`src/logic/gpt_regs.svh`:
```
// register offsets, field positions, reset values for the general purpose timer
// assumes inclusion by the timer module and its test bench only
`ifndef GPT_REGS_SVH
`define GPT_REGS_SVH
`define GPT_OFF_CONTROL 8'h10
`define GPT_OFF_CONFIG 8'h00
`define GPT_OFF_COUNT 8'h04
`define GPT_OFF_PRELOAD 8'h08
`define GPT_OFF_STATUS 8'h0c
`define GPT_OFF_MASK 8'h14
`define GPT_OFF_PRESCALE 8'h18
`define GPT_CTL_ENABLE 0
`define GPT_CFG_COUNT_UP 0
`define GPT_CFG_AUTO_RESTART 2
`define GPT_CFG_SOFT_RESET 4
`define GPT_CFG_START 5
`define GPT_ST_DONE 0
`define GPT_ST_EDGE 1
`define GPT_RST_PRELOAD 32'h0000_0000
`define GPT_RST_PRESCALE 16'h0000
`endif

```
`src/logic/gpt_pkg.sv`:
```
// types shared by the general purpose timer
// assumes the register header is compiled alongside
package gpt_pkg;
    typedef logic [31:0] gpt_word_t;
    typedef enum logic [1:0] {
        GPT_IDLE = 2'b00,
        GPT_RUN = 2'b01,
        GPT_DONE = 2'b10
    } gpt_state_e;
endpackage : gpt_pkg

```
`src/logic/gpt_timer.sv`:
```
// general purpose up/down timer with prescaler, preload, sticky status and mask
// assumes a synchronous single-cycle register port, one 50 MHz clock
//
// Function
// start resets prescaler, loads, clears interrupts
// clearing start stops prescaler and holds count
// auto-restart mode never clears start itself
// soft reset write-only, self-clears after one cycle
// writes accepted right after soft reset
// auto-restart reloads preload, edge interrupt
// no auto-restart enters done, level interrupt
// direction bit one counts up, zero down
// up saturates at all ones, down at zero
// up limit is counter width all ones
// control bit0 enable gates timer clock
// control bit1 reserved, reads zero
// timer reset is system or soft reset
// direction bit defaults zero, timer reset
// one-shot completion clears start itself
// start loads preload before first tick
//
// The plain strobed port was left to the implementer.
`timescale 1ns/1ps
`include "gpt_regs.svh"
module gpt_timer (
    input wire logic mclk,
    input wire logic rst,
    input wire logic [7:0] reg_addr,
    input wire logic [31:0] reg_wdata,
    input wire logic reg_wr,
    input wire logic reg_rd,
    output logic [31:0] reg_rdata,
    output logic irq
);
    localparam int unsigned CW = 32;
    ////////////////////////////////////////////////////////////////////////////
    function automatic logic hit(input logic [7:0] a, input logic [7:0] off);
        hit = (a == off);
    endfunction : hit

    logic soft_rst;
    logic timer_rst;
    logic enable;
    logic count_up;
    logic auto_restart;
    logic start;
    gpt_pkg::gpt_word_t count;
    gpt_pkg::gpt_word_t preload;
    logic [15:0] prescale;
    logic [15:0] div_cnt;
    logic [1:0] status;
    logic [1:0] mask;
    gpt_pkg::gpt_state_e state;
    logic next_soft_rst;
    logic next_enable;
    logic next_count_up;
    logic next_auto_restart;
    logic next_start;
    gpt_pkg::gpt_word_t next_count;
    gpt_pkg::gpt_word_t next_preload;
    logic [15:0] next_prescale;
    logic [15:0] next_div_cnt;
    logic [1:0] next_status;
    logic [1:0] next_mask;
    gpt_pkg::gpt_state_e next_state;
    logic [31:0] next_rdata;
    logic next_irq;
    logic wr_cfg;
    logic start_rise;
    logic tick;
    logic at_limit;
    logic complete;

    // soft reset lives outside the timer reset so it can release itself
    assign timer_rst = rst | soft_rst;
    assign wr_cfg = reg_wr && hit(reg_addr, `GPT_OFF_CONFIG);
    assign start_rise = wr_cfg && reg_wdata[`GPT_CFG_START] && !start;
    // a divide value of n gives one tick every n+1 enabled cycles
    assign tick = enable && start && (state == gpt_pkg::GPT_RUN)
                  && (div_cnt == prescale);
    assign at_limit = count_up ? (count == {CW{1'b1}}) : (count == '0);
    assign complete = tick && at_limit;

    ////////////////////////////////////////////////////////////////////////////
    always_comb begin
        next_soft_rst = wr_cfg && reg_wdata[`GPT_CFG_SOFT_RESET];
        next_enable = enable;
        next_count_up = count_up;
        next_auto_restart = auto_restart;
        next_start = start;
        next_preload = preload;
        next_prescale = prescale;
        next_mask = mask;
        next_status = status;
        next_count = count;
        next_div_cnt = div_cnt;
        next_state = state;
        if (reg_wr && hit(reg_addr, `GPT_OFF_CONTROL)) begin
            next_enable = reg_wdata[`GPT_CTL_ENABLE];
        end
        if (reg_wr && hit(reg_addr, `GPT_OFF_PRELOAD)) begin
            next_preload = reg_wdata;
        end
        if (reg_wr && hit(reg_addr, `GPT_OFF_PRESCALE)) begin
            next_prescale = reg_wdata[15:0];
        end
        if (reg_wr && hit(reg_addr, `GPT_OFF_MASK)) begin
            next_mask = reg_wdata[1:0];
        end
        if (reg_wr && hit(reg_addr, `GPT_OFF_STATUS)) begin
            next_status = status & ~reg_wdata[1:0];
        end
        if (reg_wr && hit(reg_addr, `GPT_OFF_COUNT)) begin
            next_count = reg_wdata;
        end
        // configuration is taken on any cycle outside timer reset, including right after soft reset
        if (wr_cfg) begin
            next_count_up = reg_wdata[`GPT_CFG_COUNT_UP];
            next_auto_restart = reg_wdata[`GPT_CFG_AUTO_RESTART];
            next_start = reg_wdata[`GPT_CFG_START];
        end
        if (start_rise) begin
            next_div_cnt = '0;
            next_count = preload;
            next_status = '0;
            next_state = gpt_pkg::GPT_RUN;
        end else if (!next_start) begin
            // a finished one-shot stays done until the next start
            if (state == gpt_pkg::GPT_RUN) begin
                next_state = gpt_pkg::GPT_IDLE;
            end
        end else if (enable && state == gpt_pkg::GPT_RUN) begin
            next_div_cnt = tick ? 16'h0000 : div_cnt + 16'h0001;
            if (complete) begin
                if (auto_restart) begin
                    next_count = preload;
                    next_status[`GPT_ST_EDGE] = 1'b1;
                end else begin
                    next_state = gpt_pkg::GPT_DONE;
                    next_status[`GPT_ST_DONE] = 1'b1;
                    next_start = 1'b0;
                end
            end else if (tick) begin
                next_count = count_up ? count + 32'h0000_0001 : count - 32'h0000_0001;
            end
        end
        // while not running the prescaler holds still
        next_irq = |(next_status & next_mask);
        next_rdata = 32'h0000_0000;
        if (reg_rd) begin
            case (reg_addr)
                `GPT_OFF_CONTROL: next_rdata = {31'h0, enable};
                `GPT_OFF_CONFIG: next_rdata = {26'h0, start, 2'b00, auto_restart, 1'b0,
                    count_up};
                `GPT_OFF_COUNT: next_rdata = count;
                `GPT_OFF_PRELOAD: next_rdata = preload;
                `GPT_OFF_STATUS: next_rdata = {30'h0, status};
                `GPT_OFF_MASK: next_rdata = {30'h0, mask};
                `GPT_OFF_PRESCALE: next_rdata = {16'h0, prescale};
                default: next_rdata = 32'h0000_0000;
            endcase
        end
    end

    ////////////////////////////////////////////////////////////////////////////
    always_ff @(posedge mclk) begin
        if (rst) begin
            soft_rst <= 1'b0;
        end else begin
            soft_rst <= next_soft_rst;
        end
    end

    // configuration bits
    always_ff @(posedge mclk) begin
        if (timer_rst) begin
            enable <= 1'b0;
            count_up <= 1'b0;
            auto_restart <= 1'b0;
            start <= 1'b0;
            preload <= `GPT_RST_PRELOAD;
            prescale <= `GPT_RST_PRESCALE;
            mask <= 2'b00;
        end else begin
            enable <= next_enable;
            count_up <= next_count_up;
            auto_restart <= next_auto_restart;
            start <= next_start;
            preload <= next_preload;
            prescale <= next_prescale;
            mask <= next_mask;
        end
    end

    // counter, prescaler and run state
    always_ff @(posedge mclk) begin
        if (timer_rst) begin
            count <= 32'h0000_0000;
            div_cnt <= 16'h0000;
            state <= gpt_pkg::GPT_IDLE;
        end else begin
            count <= next_count;
            div_cnt <= next_div_cnt;
            state <= next_state;
        end
    end

    // sticky status and the interrupt line it drives
    always_ff @(posedge mclk) begin
        if (timer_rst) begin
            status <= 2'b00;
            irq <= 1'b0;
        end else begin
            status <= next_status;
            irq <= next_irq;
        end
    end

    // read data stand for one cycle only
    always_ff @(posedge mclk) begin
        if (timer_rst) begin
            reg_rdata <= 32'h0000_0000;
        end else begin
            reg_rdata <= next_rdata;
        end
    end

    ////////////////////////////////////////////////////////////////////////////
    chk_soft_self_clear: assert property (@(posedge mclk) disable iff (rst)
        soft_rst |=> !soft_rst) else $error("soft reset held too long");
    chk_soft_clears_cfg: assert property (@(posedge mclk) disable iff (rst)
        soft_rst |=> !start && !count_up && !enable) else $error("soft reset missed");
    chk_start_loads: assert property (@(posedge mclk) disable iff (timer_rst)
        start_rise && !next_soft_rst |=> count == $past(preload) && status == 2'b00)
        else $error("start did not load");
    chk_stop_holds: assert property (@(posedge mclk) disable iff (timer_rst)
        !start && !start_rise && !(reg_wr && hit(reg_addr, `GPT_OFF_COUNT)) && !next_soft_rst
        |=> $stable(count)) else $error("stopped count moved");
    chk_restart_keeps: assert property (@(posedge mclk) disable iff (timer_rst)
        complete && auto_restart && !wr_cfg |=> start && count == $past(preload))
        else $error("restart dropped start");
    chk_done_clears: assert property (@(posedge mclk) disable iff (timer_rst)
        complete && !auto_restart && !wr_cfg && !next_soft_rst
        |=> !start && state == gpt_pkg::GPT_DONE && status[0]) else $error("no done");
    chk_up_step: assert property (@(posedge mclk) disable iff (timer_rst)
        tick && !at_limit && count_up && !reg_wr |=> count == $past(count) + 32'h1)
        else $error("bad up step");
    chk_gate_off: assert property (@(posedge mclk) disable iff (timer_rst)
        !enable && !reg_wr |=> $stable(count)) else $error("gated count moved");
    // the reset cycle forces irq low whatever the next value said
    chk_irq_level: assert property (@(posedge mclk) disable iff (timer_rst)
        !$past(timer_rst) |-> irq == $past(|(next_status & next_mask)))
        else $error("irq mismatch");
    chk_down_step: assert property (@(posedge mclk) disable iff (timer_rst)
        tick && !at_limit && !count_up && !reg_wr |=> count == $past(count) - 32'h1)
        else $error("bad down step");
    chk_up_saturate: assert property (@(posedge mclk) disable iff (timer_rst)
        complete && count_up && !auto_restart && !reg_wr |=> count == 32'hffff_ffff)
        else $error("up count passed limit");
    chk_down_saturate: assert property (@(posedge mclk) disable iff (timer_rst)
        complete && !count_up && !auto_restart && !reg_wr |=> count == 32'h0000_0000)
        else $error("down count passed zero");
    chk_start_clears_irq: assert property (@(posedge mclk) disable iff (timer_rst)
        start_rise && !next_soft_rst |=> !irq && div_cnt == 16'h0000)
        else $error("start kept interrupt");
    chk_stop_idle: assert property (@(posedge mclk) disable iff (timer_rst)
        start && wr_cfg && !reg_wdata[`GPT_CFG_START] && !reg_wdata[`GPT_CFG_SOFT_RESET]
        |=> state == gpt_pkg::GPT_IDLE && !start) else $error("stop ignored");
    chk_stop_div_hold: assert property (@(posedge mclk) disable iff (timer_rst)
        state == gpt_pkg::GPT_IDLE && !start_rise |=> $stable(div_cnt))
        else $error("prescaler ran while stopped");
    chk_restart_edge: assert property (@(posedge mclk) disable iff (timer_rst)
        complete && auto_restart && !wr_cfg && !next_soft_rst |=> status[1])
        else $error("no reload event");
    chk_restart_runs: assert property (@(posedge mclk) disable iff (timer_rst)
        complete && auto_restart && !wr_cfg |=> state == gpt_pkg::GPT_RUN)
        else $error("restart stopped");
    chk_soft_one_pulse: assert property (@(posedge mclk) disable iff (rst)
        !(wr_cfg && reg_wdata[`GPT_CFG_SOFT_RESET]) |=> !soft_rst)
        else $error("soft reset without write");
    chk_soft_clears_all: assert property (@(posedge mclk) disable iff (rst)
        soft_rst |=> count == 32'h0 && preload == 32'h0 && mask == 2'b00 && status == 2'b00
        && !irq && !auto_restart) else $error("soft reset left state");
    chk_dir_reset: assert property (@(posedge mclk) disable iff (rst)
        soft_rst |=> !count_up) else $error("direction not reset");
    chk_write_after_soft: assert property (@(posedge mclk) disable iff (rst)
        soft_rst ##1 (!soft_rst && reg_wr && hit(reg_addr, `GPT_OFF_PRELOAD))
        |=> preload == $past(reg_wdata)) else $error("write after soft reset lost");
    chk_enable_bit: assert property (@(posedge mclk) disable iff (timer_rst)
        reg_wr && hit(reg_addr, `GPT_OFF_CONTROL) |=> enable == $past(reg_wdata[0]))
        else $error("enable not written");
    chk_gate_no_tick: assert property (@(posedge mclk) disable iff (timer_rst)
        !enable |-> !tick) else $error("tick while gated");
    chk_reserved_zero: assert property (@(posedge mclk) disable iff (timer_rst)
        reg_rd && hit(reg_addr, `GPT_OFF_CONTROL) |=> reg_rdata[31:1] == 31'h0)
        else $error("reserved bit set");
    chk_soft_reads_zero: assert property (@(posedge mclk) disable iff (timer_rst)
        reg_rd && hit(reg_addr, `GPT_OFF_CONFIG) |=> !reg_rdata[`GPT_CFG_SOFT_RESET])
        else $error("soft reset bit readable");
    chk_done_holds: assert property (@(posedge mclk) disable iff (timer_rst)
        state == gpt_pkg::GPT_DONE && !reg_wr |=> state == gpt_pkg::GPT_DONE && status[0])
        else $error("done state lost");
    chk_irq_follows: assert property (@(posedge mclk) disable iff (rst)
        irq == |(status & mask)) else $error("irq not status and mask");
    chk_status_w1c: assert property (@(posedge mclk) disable iff (timer_rst)
        reg_wr && hit(reg_addr, `GPT_OFF_STATUS) && !complete
        |=> (status & $past(reg_wdata[1:0])) == 2'b00) else $error("status not cleared");
endmodule : gpt_timer

```
`config.mk`:
```
export PLATFORM = sky130hd
export DESIGN_NAME = gpt_timer
export DESIGN_NICKNAME = d
export VERILOG_FILES = /design/src/logic/gpt_pkg.sv /design/src/logic/gpt_timer.sv
export VERILOG_INCLUDE_DIRS = /design/src /design/src/logic
export SDC_FILE = /design/constraint.sdc
export NUM_CORES = 1
export LEC_CHECK = 0
export BUFFER_PORTS_ARGS = -buffer_cell sky130_fd_sc_hd__buf_2
export CAP_MARGIN = 25
export CELL_PAD_IN_SITES_DETAIL_PLACEMENT = 1
export CELL_PAD_IN_SITES_GLOBAL_PLACEMENT = 1
export CORE_ASPECT_RATIO = 1.1
export CORE_UTILIZATION = 30
export CTS_CLUSTER_DIAMETER = 40
export CTS_CLUSTER_SIZE = 24
export DETAILED_ROUTE_END_ITERATION = 7
export PLACE_DENSITY_LB_ADDON = 0.1
export SETUP_SLACK_MARGIN = 0.3
export SLEW_MARGIN = 20
export SYNTH_ARGS = -nofsm -noshare
export SYNTH_HDL_FRONTEND = slang
export SYNTH_SLANG_ARGS = --single-unit
```
`constraint.sdc`:
```
create_clock -name mclk -period 7.4 [get_ports mclk]
set_clock_uncertainty 0.1 [all_clocks]
set_input_delay 1.48 -clock mclk [delete_from_list [all_inputs] [get_ports mclk]]
set_output_delay 1.48 -clock mclk [all_outputs]
set_load 0.1 [all_outputs]
```
==> metrics, run 1 <==
post-synth cell types=70; endpoints failing setup=0; Rows=62; layout cells sized above 1=0.124; full die area=27400 µm²; initial antenna violation count=0; CP Class=input pin to flip-flop; NumNets Final=1134; dpl ws=2.10 ns; initial core utilization=0.306; post-CTS resize count=0; largest cells by area after synthesis=dfxtp_1 35%, nand2_1 7.7%, a21oi_1 6.7%; sequential cell area fraction in the yosys report=0.349; Top FF cell, synth=dfxtp_1; 1st-iter DRT viols=372; chip height=174 µm; Final Hold Viols=0; CTS tree=built; Clock Latency Late Sink=0.42 ns; # IOs=77; # diodes=0; slew margin rel.=0.366; DR top layer=met4; kind of end point of the critical path=flip-flop; CTS root buffer=clkbuf_16; DRC violations left=0; async set-reset flop share out of synthesis=0; Final Wtd Congestion=0.824; area grow syn2layout=15.3%; First-pass DRT Iterations=5; Core Footprint=26200 µm²; Tmin final=4.92 ns; Overall Power=0.00177 W; maxcap violations=0; TritonCTS Buffers=17; R2R setup slack=3.47 ns; filler instances=3205; pwr dens=191 nW/µm²; Max FO, Critical Path=24; H-tree depth=4; via count=7678; worst vdd ir=0.0906 mV; WL met3=765 µm; total leakage power=3.56 nW; hold buffers post-CTS=0; mean routed wirelength per cell=21.4 µm; port bufs=76; Startpoint Class=input pin; Hold WC Path Type=flip-flop to flip-flop; Core Util, Final=0.353; crit path DAT=5.12 ns; Synthesis Warnings=0; GRT overflow=0; unrepaired setup endpoints after global routing=false; area leader, netlist=dfxtp_1; Critical Path RT=7.61 ns; Sequential cell area=2800 µm²; hpwl dp=21.7 mm; syn_nets=1092; Mapped Cells=1016; WL met1=14.4 mm; fin crit share=0.664; Tot GR Track Use=0.229; post-CTS setup buffer count=0; fmax=203 MHz; die extent in x=158 µm; DR WL met2=15.0 mm; Clock Tree Buf Depth=2; clk sink count=140; multi-input logic area=4880 µm²; vias in the first global route=7826; routed vias/inst=5.40; fin. max-slew vios=0; syn avg cell area=7.90 µm²; Total Routed Length=30.4 mm; TNS Setup=0 ns; first-pass GRT wire length=47.3 mm; clock transition at the registers of the reported paths=0.07 ns; Cell Area, Synth=8030 µm²; Seq cells post-synth=140; Synth top area share=0.349; worst-margin pin slew=0.946 ns; Worst Slack Setup Final=2.48 ns; number of synthesized flops with an enable pin=0; status=finished, final reports clean; largest net degree at the start of global routing=60; antenna violation net count after detailed routing=0
stage by stage:
stage	instance area, µm²	hold slack [ns]	instances
after floorplan	8030	0.347	1016
after global placement	8640	0.369	1391
after detailed placement	8640	0.375	1391
after CTS	9260	0.386	1423
after global routing	9260	0.403	1423
final	9260	0.384	1423
metal layers:
metal	track usage	vias up
met1	0.304	3767
met3	0.0275	18
met5	0	-
met4	0.0457	0
met2	0.395	131
li1	-	3762
Yosys cell counts (22+ instances only):
library cell,number
a21oi_1,107
a22oi_1,29
clkbuf_1,45
dfxtp_1,140
ha_1,31
mux2i_1,40
nand2_1,165
nand3_1,29
nand4_1,22
nor2_1,96
nor3_1,22
o21ai_0,26
xnor2_1,24
xor2_1,30
path summary, 6_finish.rpt:
| kind | from | to | cells after the start |
|---|---|---|---|
| min | preload[14]$_SDFFE_PP0P_ | preload[14]$_SDFFE_PP0P_ | 2 |
| max | reg_addr[7] | count[20]$_SDFF_PP0_ | 10 |
| max reg2reg | count_up$_SDFFE_PP0P_ | count[28]$_SDFF_PP0_ | 12 |
| min reg2reg | preload[14]$_SDFFE_PP0P_ | preload[14]$_SDFFE_PP0P_ | 2 |
flip-flops by register name (all words and copies together), names as in the netlist, 2 cells and up:
signal / flops
state: 2
div_cnt: 16
count: 32
prescale: 16
mask: 2
preload: 32
status: 2
reg_rdata: 32
final cells by class:
class                           instances  area share
Clock buffer                           17      0.0460
Tap cell                              352      0.0476
Clock inverter                         15      0.0203
Inverter                               18     0.00730
Multi-Input combinational cell        796       0.528
Timing Repair Buffer                   85      0.0484
Sequential cell                       140       0.303
critical path: stages:
cell       delay [ns]
buf_2            0.10
or4_4            0.56
nor4_4           0.39
mux2i_1          0.19
nor2_1           0.73
nand2_1          0.32
a21oi_4          0.79
or2b_1           0.26
a2bb2oi_1        0.18
o21ai_0          0.10
cell usage in the layout, fill, tap and decap left out, types with 5 or more instances in the layout:
cell         n
nor4_1      16
mux2i_1     40
ha_1        31
o211ai_1    10
nor3_1      21
a31oi_1     12
nor2_1      96
xnor2_1     24
o22ai_1     16
a22oi_1     29
buf_2       76
a222oi_1    15
nand4_1     22
clkbuf_16   17
nand2_1    164
nand3_1     29
and3_1      10
a221oi_1     5
buf_4        9
a21o_1       9
o21ai_0     26
and2_1       7
nand2b_1    10
dfxtp_1    140
inv_1       18
a21oi_1    107
xor2_1      30
power by group:
part | switching (W) | total, W | internal, W
sequential | 0.00000197 | 0.000756 | 0.000754
clock | 0.000388 | 0.000927 | 0.000538
combinational | 0.0000562 | 0.0000849 | 0.0000287
logic make-up (layout without fill, tap and decap cells):
kind of cell	Yosys count	in the layout	synth area share
muxes	42	42	0.0541
and+or+nand+nor	409	409	0.238
AOI/OAI and AO/OA	259	259	0.205
DFF	140	140	0.349
adders and majority gates	32	32	0.0508
buffers and inverters	80	135	0.0436
xor gates and xnor gates	54	54	0.0589
Note: power is estimated with default switching activity, not from simulation.
==> inputs of run 2 (changes only) <==
clock period = 4.7 ns   (was 7.4 ns; I/O delays follow)
==> metrics, run 2 (synthesized netlist as in run 1, its figures left out) <==
Hold Path End=preload[12]$_SDFFE_PP0P_; post-CTS resize count=0; via count=7809; antenna violation net count after detailed routing=0; port bufs=76; worst-margin pin slew=0.852 ns; full die area=27400 µm²; hold buffers post-CTS=0; Final Hold Viols=0; largest net degree at the start of global routing=64; Final Wtd Congestion=0.860; post-CTS setup buffer count=0; CTS root buffer=clkbuf_16; mean routed wirelength per cell=21.2 µm; crit path DAT=3.99 ns; Hold Crit Start=preload[12]$_SDFFE_PP0P_; most frequent cells in the layout=165 x nand2_1, 140 x dfxtp_1, 107 x a21oi_1; NumNets Final=1151; hpwl dp=22.9 mm; die extent in x=158 µm; status=finished, final reports clean; first-pass GRT wire length=47.8 mm; pwr dens=298 nW/µm²; Setup crit start=prescale[11]$_SDFFE_PP0P_; kind of end point of the critical path=flip-flop; initial antenna violation count=0; Critical Path RT=4.97 ns; First-pass DRT Iterations=6; fmax=268 MHz; DRC violations left=0; Max FO, Critical Path=14; vias in the first global route=8043; Overall Power=0.00279 W; fin. max-slew vios=0; layout cells sized above 1=0.136; clk sink count=140; CP Class=flip-flop to flip-flop; Clock Tree Buf Depth=2; fin crit share=0.793; Hold Crit Depth=2; top flop regs=count: 32 flops, preload: 32 flops, reg_rdata: 32 flops; initial core utilization=0.306; Tot GR Track Use=0.231; worst vdd ir=0.178 mV; TNS Setup=0 ns; CTS tree=built; clock transition at the registers of the reported paths=0.07 ns; Tmin final=3.73 ns; area grow syn2layout=16.9%; chip height=174 µm; Total Routed Length=30.5 mm; Hold WC Path Type=flip-flop to flip-flop; GRT overflow=0; endpoints failing setup=0; Startpoint Class=flip-flop; # IOs=77; R2R setup slack=0.97 ns; Clock Latency Late Sink=0.44 ns; total leakage power=3.64 nW; H-tree depth=4; 1st-iter DRT viols=433; r2r endpoint=count[0]$_SDFF_PP0_; # diodes=0; worst r2r src=prescale[11]$_SDFFE_PP0P_; Rows=62; TritonCTS Buffers=17; routed vias/inst=5.42; maxcap violations=0; slew margin rel.=0.430; unrepaired setup endpoints after global routing=false; commonest non-fill, non-tap cell in the layout=nand2_1; worst reg-to-reg path cell count=8; Core Footprint=26200 µm²
## run 2: cell types whose count changed in the layout (fill, tap and decap cells not counted), sizes merged
cell	change
buf	+17
## run 2: power breakdown
| part | switching [W] | leakage [nW] | total [W] | internal [W] |
|---|---|---|---|---|
| logic | 0.0000896 | 2.22 | 0.000137 | 0.0000475 |
| registers | 0.00000329 | 1.13 | 0.00119 | 0.00119 |
| clock network | 0.000616 | 0.297 | 0.00146 | 0.000846 |
| total | 0.000709 | 3.64 | 0.00279 | 0.00208 |
## run 2: routing by layer
metal | track usage | up-vias | part of all wire
met4 | 0.0773 | 0 | 0.021
met2 | 0.394 | 141 | 0.49
li1 | - | 3800 | -
met5 | 0 | - | 0
met3 | 0.0253 | 31 | 0.027
met1 | 0.301 | 3837 | 0.46
## run 2: worst max-delay path by stage
stage | endpoint | cells past startpoint
2_1_floorplan | count[30]$_SDFF_PP0_ | 9
3_3_place_gp | count[25]$_SDFF_PP0_ | 10
3_5_place_dp | count[25]$_SDFF_PP0_ | 10
4_1_cts | count[2]$_SDFF_PP0_ | 8
5_1_grt | count[5]$_SDFF_PP0_ | 8
6_report | count[0]$_SDFF_PP0_ | 8
## run 2: stage by stage
stage	area [µm²]	utilization	hold WS, ns	setup WS (ns)	std cells
after CTS	9380	0.358	0.379	0.977	1440
after detailed placement	8770	0.334	0.370	0.758	1408
after global placement	8770	0.334	0.365	0.839	1408
final	9380	0.358	0.380	0.973	1440
after global routing	9380	0.358	0.399	0.764	1440
after floorplan	8030	-	0.347	1.30	1016
## run 2: critical path, cell delays in order, from the launching register on
cell and delay (ns):
dfxtp_1 0.44, xor2_1 0.14, or4_1 0.52, nor4_1 0.64, nor2b_1 0.67, nand2_1 0.61, o22ai_1 0.34, a22oi_1 0.09
nor2_1 0.11
## run 2: cell type report
class / count / area [µm²]
sequential: 140 / 2800
tap: 352 / 440
timing repair buffer: 102 / 576
inverter: 18 / 67.6
clock inverter: 15 / 188
fill: 3210 / 16800
multi-input combinational: 796 / 4880
clock buffer: 17 / 425
